`config.mk`:
```
export PLATFORM = sky130hd
export DESIGN_NAME = scvs_top
export DESIGN_NICKNAME = d
export VERILOG_FILES = /design/src/scvs_cmd_rx.v /design/src/scvs_top.v
export VERILOG_INCLUDE_DIRS = /design/src
export SDC_FILE = /design/constraint.sdc
export NUM_CORES = 1
export LEC_CHECK = 0
export BUFFER_PORTS_ARGS = -buffer_cell sky130_fd_sc_hd__buf_2
export CAP_MARGIN = 40
export CORE_ASPECT_RATIO = 0.6
export CORE_UTILIZATION = 27
export CTS_CLUSTER_SIZE = 12
export DETAILED_ROUTE_END_ITERATION = 6
export MAX_ROUTING_LAYER = met4
export PLACE_DENSITY = 0.48
export SETUP_SLACK_MARGIN = 0.02
export SYNTH_ARGS = -nofsm -noshare
export SYNTH_HDL_FRONTEND = slang
export SYNTH_SLANG_ARGS = --single-unit
export TNS_END_PERCENT = 10
```
`constraint.sdc`:
```
create_clock -name clk_i -period 2.8 [get_ports clk_i]
set_clock_uncertainty 0.05 [all_clocks]
set_input_delay 0.56 -clock clk_i [delete_from_list [all_inputs] [get_ports clk_i]]
set_output_delay 0.56 -clock clk_i [all_outputs]
set_load 0.05 [all_outputs]
```
`src/scvs_defines.vh`:
```
// Constants for the card-side init and signal voltage switch block
`ifndef SCVS_DEFINES_VH
`define SCVS_DEFINES_VH

// Register offsets (byte addresses)
`define SCVS_ADR_CTRL 8'h00
`define SCVS_ADR_STAT 8'h04
`define SCVS_ADR_ARG 8'h08

// Control register fields and reset value
`define SCVS_CTRL_SUP18 0
`define SCVS_CTRL_CCS 1
`define SCVS_CTRL_DONE 2
`define SCVS_CTRL_RST 3'h1

// Argument and response fields
`define SCVS_ARG_HCS 30
`define SCVS_ARG_XPC 28
`define SCVS_ARG_S18R 24
`define SCVS_OCR_VDD 24'hFF_8000

// Command indices
`define SCVS_IDX_RESET 6'h00
`define SCVS_IDX_VSW 6'h0B
`define SCVS_IDX_OPCOND 6'h29
`define SCVS_IDX_APP 6'h37

// Frame sizes and SDCLK edge counts
`define SCVS_FRAME_BITS 6'h30
`define SCVS_RX_BITS 6'h2F
`define SCVS_NCR_EDGES 2'h2
`define SCVS_HIGH_EDGES 2'h2

// Timing: clock rate and times in their own units
`define SCVS_CLK_MHZ 200
`define SCVS_T_SETTLE_US 5000
`define SCVS_T_WINDOW_US 1000
`define SCVS_T_STOP_NS 6000
// Cycle counts of the times above, sized to the counters that use them
`define SCVS_SETTLE_CYC 21'h0F_4240
`define SCVS_WINDOW_CYC 21'h03_0D40
`define SCVS_STOP_CYC 11'h4B0

`endif

```
`src/scvs_cmd_rx.v`:
```
// Serial command frame receiver sampled on detected SDCLK rising edges
`timescale 1ns/1ps
`default_nettype none
`include "scvs_defines.vh"
module scvs_cmd_rx (
  // System
  input wire clk_i,
  input wire rst_i,
  // Sampled link
  input wire en_i,
  input wire rise_i,
  input wire cmd_i,
  // Decoded frame
  output wire vld_o,
  output wire [5:0] idx_o,
  output wire [31:0] arg_o
);
  reg [46:0] sh_ff;
  reg [5:0] cnt_ff;
  reg busy_ff;
  reg vld_ff;

  always @(posedge clk_i) begin
    if (rst_i) begin
      sh_ff <= 47'h0;
      cnt_ff <= 6'h0;
      busy_ff <= 1'b0;
      vld_ff <= 1'b0;
    end else begin
      vld_ff <= 1'b0;
      if (!en_i) begin
        busy_ff <= 1'b0;
        cnt_ff <= 6'h0;
      end else if (rise_i) begin
        if (!busy_ff) begin
          // Start bit
          if (!cmd_i) begin
            busy_ff <= 1'b1;
            cnt_ff <= `SCVS_RX_BITS;
          end
        end else begin
          sh_ff <= {sh_ff[45:0], cmd_i};
          cnt_ff <= cnt_ff - 6'h1;
          if (cnt_ff == 6'h1) begin
            busy_ff <= 1'b0;
            // Needs host direction bit and end bit
            vld_ff <= cmd_i & sh_ff[45];
          end
        end
      end
    end
  end

  assign vld_o = vld_ff;
  assign idx_o = sh_ff[45:40];
  assign arg_o = sh_ff[39:8];
endmodule // scvs_cmd_rx
`default_nettype wire

```
`src/scvs_top.v`:
```
// Card-side init command handling and signal voltage switch sequence
`timescale 1ns/1ps
`default_nettype none
`include "scvs_defines.vh"
module scvs_top #(
  parameter [20:0] SETTLE_CYC = `SCVS_SETTLE_CYC,
  parameter [20:0] WINDOW_CYC = `SCVS_WINDOW_CYC
) (
  // System
  input wire clk_i,
  input wire rst_i,
  // Wishbone slave
  input wire wb_cyc_i,
  input wire wb_stb_i,
  input wire wb_we_i,
  input wire [7:0] wb_adr_i,
  input wire [3:0] wb_sel_i,
  input wire [31:0] wb_dat_i,
  output wire [31:0] wb_dat_o,
  output wire wb_ack_o,
  // SD bus pins
  input wire sdclk_i,
  input wire cmd_i,
  output wire cmd_o,
  output wire cmd_oe_o,
  input wire [3:0] dat_i,
  output wire [3:0] dat_o,
  output wire [3:0] dat_oe_o,
  // Regulator
  input wire volt_err_i,
  output wire reg_sel_18v_o,
  output wire sig18_o,
  output wire xpc_o
);
  localparam [5:0] ST_IDLE = 6'b000001;
  localparam [5:0] ST_SWLOW = 6'b000010;
  localparam [5:0] ST_REGSW = 6'b000100;
  localparam [5:0] ST_DRVHI = 6'b001000;
  localparam [5:0] ST_ERR = 6'b010000;
  localparam [5:0] ST_DONE = 6'b100000;
  localparam [10:0] STOP_CYC = `SCVS_STOP_CYC;

  // CRC7 over a 40-bit response head
  function [6:0] scvs_crc7;
    input [39:0] d;
    integer i;
    reg [6:0] c;
    reg fb;
    begin
      c = 7'h00;
      for (i = 39; i >= 0; i = i - 1) begin
        fb = d[i] ^ c[6];
        c = {c[5:0], 1'b0};
        if (fb) begin
          c = c ^ 7'h09;
        end
      end
      scvs_crc7 = c;
    end
  endfunction

  // Card status word with current state and app flag
  function [31:0] scvs_status;
    input rdy;
    input app;
    begin
      scvs_status = {19'h0, 3'h0, rdy, 1'b0, 2'h0, app, 5'h0};
    end
  endfunction

  // Synchronisers
  reg sclk_s1_ff, sclk_s2_ff, sclk_s3_ff;
  reg cmd_s1_ff, cmd_s2_ff;
  reg [3:0] dat_s1_ff, dat_s2_ff;
  reg err_s1_ff, err_s2_ff;

  always @(posedge clk_i) begin
    if (rst_i) begin
      sclk_s1_ff <= 1'b0;
      sclk_s2_ff <= 1'b0;
      sclk_s3_ff <= 1'b0;
      cmd_s1_ff <= 1'b1;
      cmd_s2_ff <= 1'b1;
      dat_s1_ff <= 4'h0;
      dat_s2_ff <= 4'h0;
      err_s1_ff <= 1'b0;
      err_s2_ff <= 1'b0;
    end else begin
      sclk_s1_ff <= sdclk_i;
      sclk_s2_ff <= sclk_s1_ff;
      sclk_s3_ff <= sclk_s2_ff;
      cmd_s1_ff <= cmd_i;
      cmd_s2_ff <= cmd_s1_ff;
      dat_s1_ff <= dat_i;
      dat_s2_ff <= dat_s1_ff;
      err_s1_ff <= volt_err_i;
      err_s2_ff <= err_s1_ff;
    end
  end

  wire rise = sclk_s2_ff & ~sclk_s3_ff;
  wire fall = ~sclk_s2_ff & sclk_s3_ff;

  // Card state
  reg [5:0] st_ff;
  reg [2:0] ctrl_ff;
  reg init_ff, ready_ff, hcs_ff, xpc_ff, s18r_ff, accept_ff, app_ff;
  reg [31:0] arg1_ff;
  reg sig18_ff, reg_sel_ff;
  reg cmd_ff, cmd_oe_ff;
  reg [3:0] dat_ff, dat_oe_ff;
  reg [47:0] tx_sh_ff;
  reg [5:0] tx_bits_ff;
  reg [1:0] tx_wait_ff;
  reg tx_busy_ff, tx_sw_ff;
  reg [20:0] tmr_ff, win_ff;
  reg settled_ff, restart_ff;
  reg [1:0] hi_cnt_ff;

  // Command receiver
  wire rx_vld;
  wire [5:0] rx_idx;
  wire [31:0] rx_arg;

  scvs_cmd_rx u_rx (
    .clk_i(clk_i),
    .rst_i(rst_i),
    .en_i(st_ff[0] & ~tx_busy_ff),
    .rise_i(rise),
    .cmd_i(cmd_s2_ff),
    .vld_o(rx_vld),
    .idx_o(rx_idx),
    .arg_o(rx_arg)
  );

  wire is_cmd0 = rx_vld & (rx_idx == `SCVS_IDX_RESET);
  wire is_cmd55 = rx_vld & (rx_idx == `SCVS_IDX_APP);
  wire is_acmd41 = rx_vld & app_ff & (rx_idx == `SCVS_IDX_OPCOND);
  wire is_cmd11 = rx_vld & ~app_ff & (rx_idx == `SCVS_IDX_VSW);
  wire win_zero = (rx_arg[23:0] == 24'h0);
  wire nxt_ready = init_ff & ctrl_ff[`SCVS_CTRL_DONE] &
    (hcs_ff | ~ctrl_ff[`SCVS_CTRL_CCS]);
  // S18A only from 3.3V, on request, with support
  wire s18a = ~sig18_ff & s18r_ff & ctrl_ff[`SCVS_CTRL_SUP18];
  // Flags beyond the voltage window are zero while busy
  wire [31:0] ocr = {ready_ff, ready_ff & ctrl_ff[`SCVS_CTRL_CCS], 5'h0,
    ready_ff & s18a, `SCVS_OCR_VDD};
  wire sw_ok = accept_ff & ready_ff & ~sig18_ff;
  wire [31:0] r1_stat = scvs_status(ready_ff, is_cmd55);
  wire [39:0] r1_head = {2'b00, rx_idx, r1_stat};

  always @(posedge clk_i) begin
    if (rst_i) begin
      st_ff <= ST_IDLE;
      init_ff <= 1'b0;
      ready_ff <= 1'b0;
      hcs_ff <= 1'b0;
      xpc_ff <= 1'b0;
      s18r_ff <= 1'b0;
      accept_ff <= 1'b0;
      app_ff <= 1'b0;
      arg1_ff <= 32'h0000_0000;
      sig18_ff <= 1'b0;
      reg_sel_ff <= 1'b0;
      cmd_ff <= 1'b1;
      cmd_oe_ff <= 1'b0;
      dat_ff <= 4'h0;
      dat_oe_ff <= 4'h0;
      tx_sh_ff <= 48'h0000_0000_0000;
      tx_bits_ff <= 6'h0;
      tx_wait_ff <= 2'h0;
      tx_busy_ff <= 1'b0;
      tx_sw_ff <= 1'b0;
      tmr_ff <= 21'h0;
      win_ff <= 21'h0;
      settled_ff <= 1'b0;
      restart_ff <= 1'b0;
      hi_cnt_ff <= 2'h0;
    end else begin
      ready_ff <= nxt_ready;
      if (rx_vld) begin
        app_ff <= is_cmd55;
      end
      // Command decode and response load
      if (is_cmd0) begin
        init_ff <= 1'b0;
        ready_ff <= 1'b0;
        accept_ff <= 1'b0;
      end else if (is_cmd55) begin
        tx_sh_ff <= {r1_head, scvs_crc7(r1_head), 1'b1};
        tx_bits_ff <= `SCVS_FRAME_BITS;
        tx_wait_ff <= `SCVS_NCR_EDGES;
        tx_busy_ff <= 1'b1;
        tx_sw_ff <= 1'b0;
      end else if (is_acmd41) begin
        if (!win_zero && !init_ff) begin
          // First initializing request latches the upper field
          init_ff <= 1'b1;
          arg1_ff <= rx_arg;
          hcs_ff <= rx_arg[`SCVS_ARG_HCS];
          xpc_ff <= rx_arg[`SCVS_ARG_XPC];
          s18r_ff <= rx_arg[`SCVS_ARG_S18R];
        end
        // Inquiry leaves all latched fields alone
        if (!win_zero && ready_ff && s18a) begin
          accept_ff <= 1'b1;
        end
        tx_sh_ff <= {2'b00, 6'h3F, ocr, 7'h7F, 1'b1};
        tx_bits_ff <= `SCVS_FRAME_BITS;
        tx_wait_ff <= `SCVS_NCR_EDGES;
        tx_busy_ff <= 1'b1;
        tx_sw_ff <= 1'b0;
      end else if (is_cmd11 && sw_ok) begin
        tx_sh_ff <= {r1_head, scvs_crc7(r1_head), 1'b1};
        tx_bits_ff <= `SCVS_FRAME_BITS;
        tx_wait_ff <= `SCVS_NCR_EDGES;
        tx_busy_ff <= 1'b1;
        tx_sw_ff <= 1'b1;
      end
      // Response shifter: outputs change after falling SDCLK edges
      if (tx_busy_ff) begin
        if (tx_wait_ff != 2'h0) begin
          if (rise) begin
            tx_wait_ff <= tx_wait_ff - 2'h1;
          end
        end else if (fall) begin
          if (tx_bits_ff != 6'h0) begin
            cmd_ff <= tx_sh_ff[47];
            cmd_oe_ff <= 1'b1;
            tx_sh_ff <= {tx_sh_ff[46:0], 1'b0};
            tx_bits_ff <= tx_bits_ff - 6'h1;
          end else begin
            tx_busy_ff <= 1'b0;
            if (tx_sw_ff) begin
              // Clock after the end bit: pull every line low
              cmd_ff <= 1'b0;
              dat_ff <= 4'h0;
              dat_oe_ff <= 4'hF;
              tmr_ff <= 21'h0;
              st_ff <= ST_SWLOW;
            end else begin
              cmd_ff <= 1'b1;
              cmd_oe_ff <= 1'b0;
            end
          end
        end
      end
      // Switch sequence
      case (st_ff)
        ST_IDLE: begin
        end
        ST_DONE: begin
        end
        ST_SWLOW: begin
          // A stop is a low longer than any half period at 100 kHz
          if (sclk_s2_ff) begin
            tmr_ff <= 21'h0;
          end else if (tmr_ff == {10'h0, STOP_CYC} - 21'h1) begin
            tmr_ff <= 21'h0;
            reg_sel_ff <= 1'b1;
            settled_ff <= 1'b0;
            restart_ff <= 1'b0;
            win_ff <= 21'h0;
            st_ff <= ST_REGSW;
          end else begin
            tmr_ff <= tmr_ff + 21'h1;
          end
        end
        ST_REGSW: begin
          // Local timer, SDCLK is stopped here
          if (!settled_ff) begin
            if (tmr_ff == SETTLE_CYC - 21'h1) begin
              settled_ff <= 1'b1;
              sig18_ff <= 1'b1;
            end else begin
              tmr_ff <= tmr_ff + 21'h1;
            end
          end
          if (rise) begin
            restart_ff <= 1'b1;
          end
          if (restart_ff) begin
            win_ff <= win_ff + 21'h1;
          end
          if (err_s2_ff) begin
            cmd_oe_ff <= 1'b0;
            dat_ff <= 4'h0;
            dat_oe_ff <= 4'hF;
            st_ff <= ST_ERR;
          end else if (settled_ff && (restart_ff || rise)) begin
            cmd_ff <= 1'b1;
            dat_ff <= 4'hF;
            hi_cnt_ff <= 2'h0;
            st_ff <= ST_DRVHI;
          end
        end
        ST_DRVHI: begin
          win_ff <= win_ff + 21'h1;
          if (rise) begin
            hi_cnt_ff <= hi_cnt_ff + 2'h1;
          end
          if (err_s2_ff) begin
            cmd_oe_ff <= 1'b0;
            dat_ff <= 4'h0;
            dat_oe_ff <= 4'hF;
            st_ff <= ST_ERR;
          end else if ((rise && hi_cnt_ff == `SCVS_HIGH_EDGES - 2'h1) ||
                       (win_ff >= WINDOW_CYC - 21'h1)) begin
            // Full SDCLK period high, and never past the window
            cmd_oe_ff <= 1'b0;
            dat_oe_ff <= 4'h0;
            accept_ff <= 1'b0;
            st_ff <= ST_DONE;
          end
        end
        ST_ERR: begin
          // Held until power is removed
          cmd_oe_ff <= 1'b0;
          dat_ff <= 4'h0;
          dat_oe_ff <= 4'hF;
        end
        default: begin
          st_ff <= ST_IDLE;
        end
      endcase
      if (st_ff == ST_DONE) begin
        st_ff <= ST_IDLE;
      end
    end
  end

  // Wishbone slave
  reg wb_ack_ff;
  reg [31:0] wb_dat_ff;
  wire wb_req = wb_cyc_i & wb_stb_i & ~wb_ack_ff;
  wire [31:0] stat_word = {11'h0, cmd_s2_ff, dat_s2_ff, err_s2_ff & 1'b0,
    st_ff == ST_ERR, accept_ff, s18r_ff, xpc_ff, hcs_ff, ready_ff, init_ff,
    sig18_ff, reg_sel_ff, st_ff};

  always @(posedge clk_i) begin
    if (rst_i) begin
      wb_ack_ff <= 1'b0;
      wb_dat_ff <= 32'h0000_0000;
      ctrl_ff <= `SCVS_CTRL_RST;
    end else begin
      wb_ack_ff <= wb_req;
      if (wb_req && wb_we_i && wb_sel_i[0] &&
          wb_adr_i == `SCVS_ADR_CTRL) begin
        ctrl_ff <= wb_dat_i[2:0];
      end
      if (wb_req && !wb_we_i) begin
        case (wb_adr_i)
          `SCVS_ADR_CTRL: wb_dat_ff <= {29'h0, ctrl_ff};
          `SCVS_ADR_STAT: wb_dat_ff <= stat_word;
          `SCVS_ADR_ARG: wb_dat_ff <= arg1_ff;
          default: wb_dat_ff <= 32'h0000_0000;
        endcase
      end
    end
  end

  assign wb_ack_o = wb_ack_ff;
  assign wb_dat_o = wb_dat_ff;
  assign cmd_o = cmd_ff;
  assign cmd_oe_o = cmd_oe_ff;
  assign dat_o = dat_ff;
  assign dat_oe_o = dat_oe_ff;
  assign reg_sel_18v_o = reg_sel_ff;
  assign sig18_o = sig18_ff;
  assign xpc_o = xpc_ff;
endmodule // scvs_top
`default_nettype wire

```
Word-level counts from Yosys, hierarchy flattened
Cells that the tools add are included.

word-level totals
  output and inout port bits = 46
  logic and storage cells = 749
  register bits = 266

cells by class
  reduce and logical (&&, ||, !) cells = 40
  equal/unequal tests = 23
  muxes and demuxes = 509
  $add $sub $neg = 6
  bitwise logic cells = 129
  order comparisons = 1

operator list
  cell                     number
  $mux W7                  312
  $mux W48                 8
  $mux W4                  94
  $mux W21                 12
  $not A2 Y2               78
  $mux W6                  21
  $pmux W32 S3             1
  $pmux W21 S3             1
  $add A21 B1 Y21 const B  2
  $mux W1                  42
  $pmux W21 S2             1
  $logic_not A24 Y1        1
  $pmux W4 S3              2
  $pmux W6 S4              1
  $eq A21 B11 Y1 const B   1
  $eq A21 B20 Y1 const B   1
  $ge A21 B18 Y1 const B   1
  $and A1 B1 Y1            20
  $mux W2                  10
  $eq A6 B6 Y1 const B     3
  $reduce_and A4 Y1        4
  $xor A1 B1 Y1            16
  $reduce_and A3 Y1        5
  $ne A2 B2 Y1 const B     7
  28 further kinds         64

Longest topological paths before layout
  depth in word-level cells = 285
  mapped depth = 10

By module
From an unflattened synthesis, not the netlist that was laid out.

second synthesis, totals
  cell total of the unflattened synthesis = 1317
  area, all modules = 11441.0 µm²

by module, submodules not included
  module       cells each  area each (µm²)  times used
  scvs_top     1031        8971.1           1
  scvs_cmd_rx  286         2469.9           1

Worst setup path after synthesis
OpenSTA, ideal clock, no wires.

  kind = reg-to-reg
  start point = register tmr_ff[13]
  end point = register tmr_ff[18]
  arrival = 2.088 ns
  setup slack = 0.582 ns
  buffers on the path = 2
  data required time = 2.670 ns
  stages on the path, launching flop included = 8
  setup time = 0.080 ns
  path through = dfxtp_1 -> buf_6 -> or4_4 -> or2_4 -> o31ai_4 -> buf_6 -> nand4_2 -> a211oi_2

on the way
  longest elaborated chain between the ends = 4
  elaborated cells between the ends (all ways) = 8
  those cells by class = add/sub (1); eq/ne (2); mux (5)

ends and longest elaborated chain
  element                                  RTL line                        source
  start, declared                          scvs_top.v:116                  reg [20:0] tmr_ff, win_ff;
  start signal, assigned                   scvs_top.v:266                  tmr_ff <= tmr_ff + 21'h1;
  start signal, assigned                   scvs_top.v:276                  tmr_ff <= tmr_ff + 21'h1;
  $add A21 B1 Y21 (tied with other cells)  scvs_top.v:266, scvs_top.v:276
  $mux W21 (on tied branches)              scvs_top.v:272, scvs_top.v:258
  $mux W21 (on tied branches)              scvs_top.v:271, scvs_top.v:256
  $pmux W21 S2 *                           scvs_top.v:249                  case (st_ff)

Mark *: on every way between the ends. The rest lies on a longest branch, timed or not.
A chain may end at the register's enable or synchronous reset.

Final worst setup path
  start point = register st_ff[3]
  end point = register win_ff[10]

on the way
  longest elaborated chain between the ends = 3
  elaborated cells between the ends (all ways) = 9
  those cells by class = eq/ne (6); mux (1); reduce/logical (2)

ends and longest elaborated chain
  element                                                                     RTL line        source
  start, declared                                                             scvs_top.v:105  reg [5:0] st_ff;
  start signal, assigned                                                      scvs_top.v:154  st_ff <= ST_IDLE;
  start signal, assigned                                                      scvs_top.v:240  st_ff <= ST_SWLOW;
  start signal, assigned                                                      scvs_top.v:264  st_ff <= ST_REGSW;
  $eq A6 B2 Y1 (tied with other cells)                                        scvs_top.v:249
  $ne A2 B2 Y1 (no source line) / $reduce_bool A3 Y1 (equally long branches)  n/a
  $reduce_and A4 Y1 (no source line)                                          n/a
  end signal, assigned                                                        scvs_top.v:283  win_ff <= win_ff + 21'h1;
  end signal, assigned                                                        scvs_top.v:298  win_ff <= win_ff + 21'h1;
  end, declared                                                               scvs_top.v:116

Several ways; a longest one is shown, not always the timed one.

==> key figures <==
Timing
  • Final hold vios: 0
  • Final hold slack: about 0.13 ns
  • Period Utilization, post-route: between 80% and 90%
  • Worst-margin pin slew: about 0.8 ns
  • Final setup TNS: 0 ns
  • RSZ-0062 raised after global routing: false
  • Period minus WS final: approximately 2.5 ns
  • Max transition margin: 46.8%
  • # setup viols final: 0
  • Max Slew Vio Count: 0
  • FMAX: between 0.4 and 0.5 GHz

Synth
  • #FFs+latches synth: approximately 260
  • Avg Cell Area, Syn: ~8.4 µm²
  • Largest family of logic cells by synthesized area: simple AND/OR/NAND/NOR gates
  • Number of distinct library cells after synthesis: 83
  • Post-synthesis compound-gate area fraction: 19.1%
  • Syn nets: around 1400
  • Adder-cell share of the synthesized area: under 10%
  • Post-synth top flop: dfxtp_1
  • Asr flop ratio synth: 0%
  • Yosys warns: 0
  • Leading area contributor after synthesis: dfxtp_1
  • EDFF count, synth: 0
  • Synth Cell Area: 11400 µm²
  • Simple-gate share of the synthesized area: approximately 24%
  • Post-synthesis xor/xnor area fraction: approximately 1.5%
  • Post-Syn Instances: around 1400
  • Synth top area cells: dfxtp_1 (46%), nand2_1 (6.1%), a21oi_1 (5.9%)
  • Mux cell area share after synthesis: 3.43%
  • Synth top area share: between 40% and 50%
  • Post-synthesis sequential area ratio: 46.1%

Min path
  • Min-Delay Path Class: input pin to flop

Layout
  • ANT cells: 0
  • Layout cells sized above 1: approximately 14%
  • Number of fill cells in the layout: approximately 4400
  • Layout area overhead: 18.1%
  • NumNets Final: 1481

Detailed routing
  • Antenna Violating Nets Remaining: 0
  • Detailed-route via count: 9929
  • # DRC: 0
  • Wire per inst: around 16 µm
  • Vias per cell: 4.99
  • DRT Wirelength: about 32000 µm
  • Initial DRC Count: 787
  • Initial DRT Pass Iterations: 5

Global route
  • Vias in the first global route: between 9000 and 10000
  • Largest net degree at the start of global routing: 48
  • Gr usage total: 15.3%
  • First-pass GRT wire length: 52000 µm
  • GRT overflow: 0
  • Initial antenna violation count: 0

Floorplanning
  • Die Wd: approximately 270 µm
  • Die Ht: about 160 µm
  • Starting Density: ~28%
  • Core ar.: 41100 µm²
  • Die area: roughly 43000 µm²
  • Placement Rows: 57
  • I/O Pins: between 100 and 150

Setup path
  • Worst setup EP type: flop
  • Critical path arrival: around 2.9 ns
  • Critical Path Source Type: flop
  • CP cell instances: or4b_4 > nor3_2 > a31oi_2 > buf_4 > or4_1 > a21oi_1
  • Critical-path top delay cell: or4b_4
  • Critical Path RT: 3.24 ns
  • R2R Setup Slk: 0.30 ns
  • Worst Path Buf+Inv: 1
  • Worst Path Max Fanout: 39
  • CP delay by family, top: simple AND/OR/NAND/NOR gates
  • CP max stage delay: roughly 0.58 ns
  • WS Path Type: flop to flop

Clock tree
  • Number of clock sinks: approximately 260
  • Postcts setup bufs: 0
  • Clock root buffer master: clkbuf_16
  • Post_cts resized: 0
  • Skew-Pair Late Insertion Delay: ~0.56 ns
  • CTS clk-pin slew, worst paths: 0.06 ns
  • Clock tree buffer depth: 3
  • CTS tree: yes
  • Cts-stage hold buffer count: 0
  • Total CTS buffers: 29
  • H-Tree Depth: 1

Place
  • DP HPWL: around 22000 µm
  • RD Place Congestion: between 0.8 and 0.9
  • PortBufs: ~70

Power
  • Share of power burned in combinational logic: under 10%
  • Net Sw Power: ~1.7 mW
  • Flop pwr share: between 40% and 50%
  • Max VDD drop: between 0.3 and 0.4 mV
  • Cell Int Power: ~6 mW
  • Switch share: 22.1%
  • PwrDens: ~570 nW/µm²
  • Clock power frac: 49.1%
  • Leak pwr: roughly 5 nW

Run
  • Maxcap violations: 0

Status
  • Status: completed
-- power groups by stage --
stage / combinational, mW / clock, mW / sequential [mW]
2_1_floorplan: 0.107 / 0 / 3.85
3_3_place_gp: 0.172 / 0 / 3.85
3_5_place_dp: 0.173 / 0 / 3.85
4_1_cts: 0.173 / 3.94 / 3.77
5_1_grt: 0.189 / 4.09 / 3.77
6_report: 0.171 / 3.80 / 3.77
-- per-stage QoR --
step	cell area [µm²]	util, %	power (mW)	instances	setup slack (ns)
final	13500	32.8	7.74	1991	0.304
after global routing	13500	32.8	8.05	1991	0.178
after CTS	13500	32.8	7.88	1991	0.317
after detailed placement	12600	30.6	4.02	1944	0.341
after global placement	12600	30.6	4.02	1944	0.371
after floorplan	11400	-	3.96	1354	0.582
-- per-layer routing --
layer / track usage, % / wire length, µm / up-vias
met4: 2.49 / 442 / 0
met3: 2.59 / 1570 / 31
li1: - / - / 4978
met2: 19.9 / 12400 / 195
met5: - / 0 / -
met1: 24.2 / 17600 / 4725
-- cell families (layout without fill, tap and decap cells) --
group                    count (synthesis)  after routing
adder cells (fa/ha/maj)                 10             10
AO/OA/AOI/OAI                          333            333
multiplexers                            39             39
XOR/XNOR                                18             18
buffers and inverters                  121            198
AND/OR/NAND/NOR                        570            570
flip-flops                             263            263
-- placed cells by master, fill, tap and decap left out, drive strengths merged, types with 16 or more instances in the layout --
cell type  Yosys  layout
dfxtp        263     263
nand2        188     188
a21oi        136     136
nor2         131     131
buf           25     124
nand3         68      68
o21ai         39      39
clkbuf        69      39
mux2i         38      38
nor3          37      37
inv           27      29
nor4          21      21
nor2b         20      20
a22oi         20      20
or4           20      20
a211oi        20      20
a22o          18      18
o31ai         16      16
-- registers in the layout, summed over array words and instances (netlist names), 3 cells and up --
signal / count
win_ff: 21
dat_o: 4
ctrl_ff: 3
dat_s2_ff: 4
arg1_ff: 32
u_rx.sh_ff: 46
st_ff: 6
tx_sh_ff: 48
wb_dat_o: 32
u_rx.cnt_ff: 6
tx_bits_ff: 6
tmr_ff: 21
dat_oe_o: 4
dat_s1_ff: 4
-- path summary, 6_finish.rpt --
path / startpoint / end / cells past startpoint
min: cmd_i / cmd_s1_ff / 2
max: st_ff[3] / win_ff[10] / 6
min reg2reg: cmd_s1_ff / cmd_s2_ff / 1
max reg2reg: st_ff[3] / win_ff[10] / 6
-- worst reg2reg max path, cell delays in order, from the launching register on --
cell,delay (ns)
dfxtp_1,0.41
or4b_4,0.58
nor3_2,0.28
a31oi_2,0.12
buf_4,0.25
or4_1,0.56
a21oi_1,0.18
-- cells in the mapped netlist, types with 5 or more instances --
| cell | n |
|---|---|
| dfxtp_1 | 263 |
| nand2_1 | 187 |
| a21oi_1 | 135 |
| nor2_1 | 131 |
| clkbuf_1 | 69 |
| nand3_1 | 68 |
| mux2i_1 | 38 |
| o21ai_0 | 36 |
| nor3_1 | 34 |
| inv_1 | 27 |
| a22oi_1 | 20 |
| nor2b_1 | 20 |
| nor4_1 | 20 |
| or4_1 | 19 |
| a211oi_1 | 18 |
| a22o_1 | 18 |
| o31ai_1 | 15 |
| or3_1 | 14 |
| a221oi_1 | 11 |
| buf_1 | 11 |
| xnor2_1 | 11 |
| buf_2 | 10 |
| ha_1 | 10 |
| nand4_1 | 10 |
| o211ai_1 | 10 |
| or2_2 | 9 |
| nand2b_1 | 8 |
| a21o_1 | 7 |
| and3_1 | 7 |
| a31oi_1 | 6 |
| and2_1 | 6 |
| nand4b_1 | 6 |
| o221ai_1 | 6 |
| xor2_1 | 6 |
| a21boi_0 | 5 |
| a311oi_1 | 5 |
-- cell type report --
type	count	area, µm²	area share, %
multi-input combinational	970	5700	42.3
timing repair buffer	124	790	5.86
clock buffer	39	823	6.11
inverter	27	101	0.752
sequential	263	5270	39.1
clock inverter	8	104	0.770
tap	560	701	5.20
No activity file was read; power rests on OpenSTA's default activity.
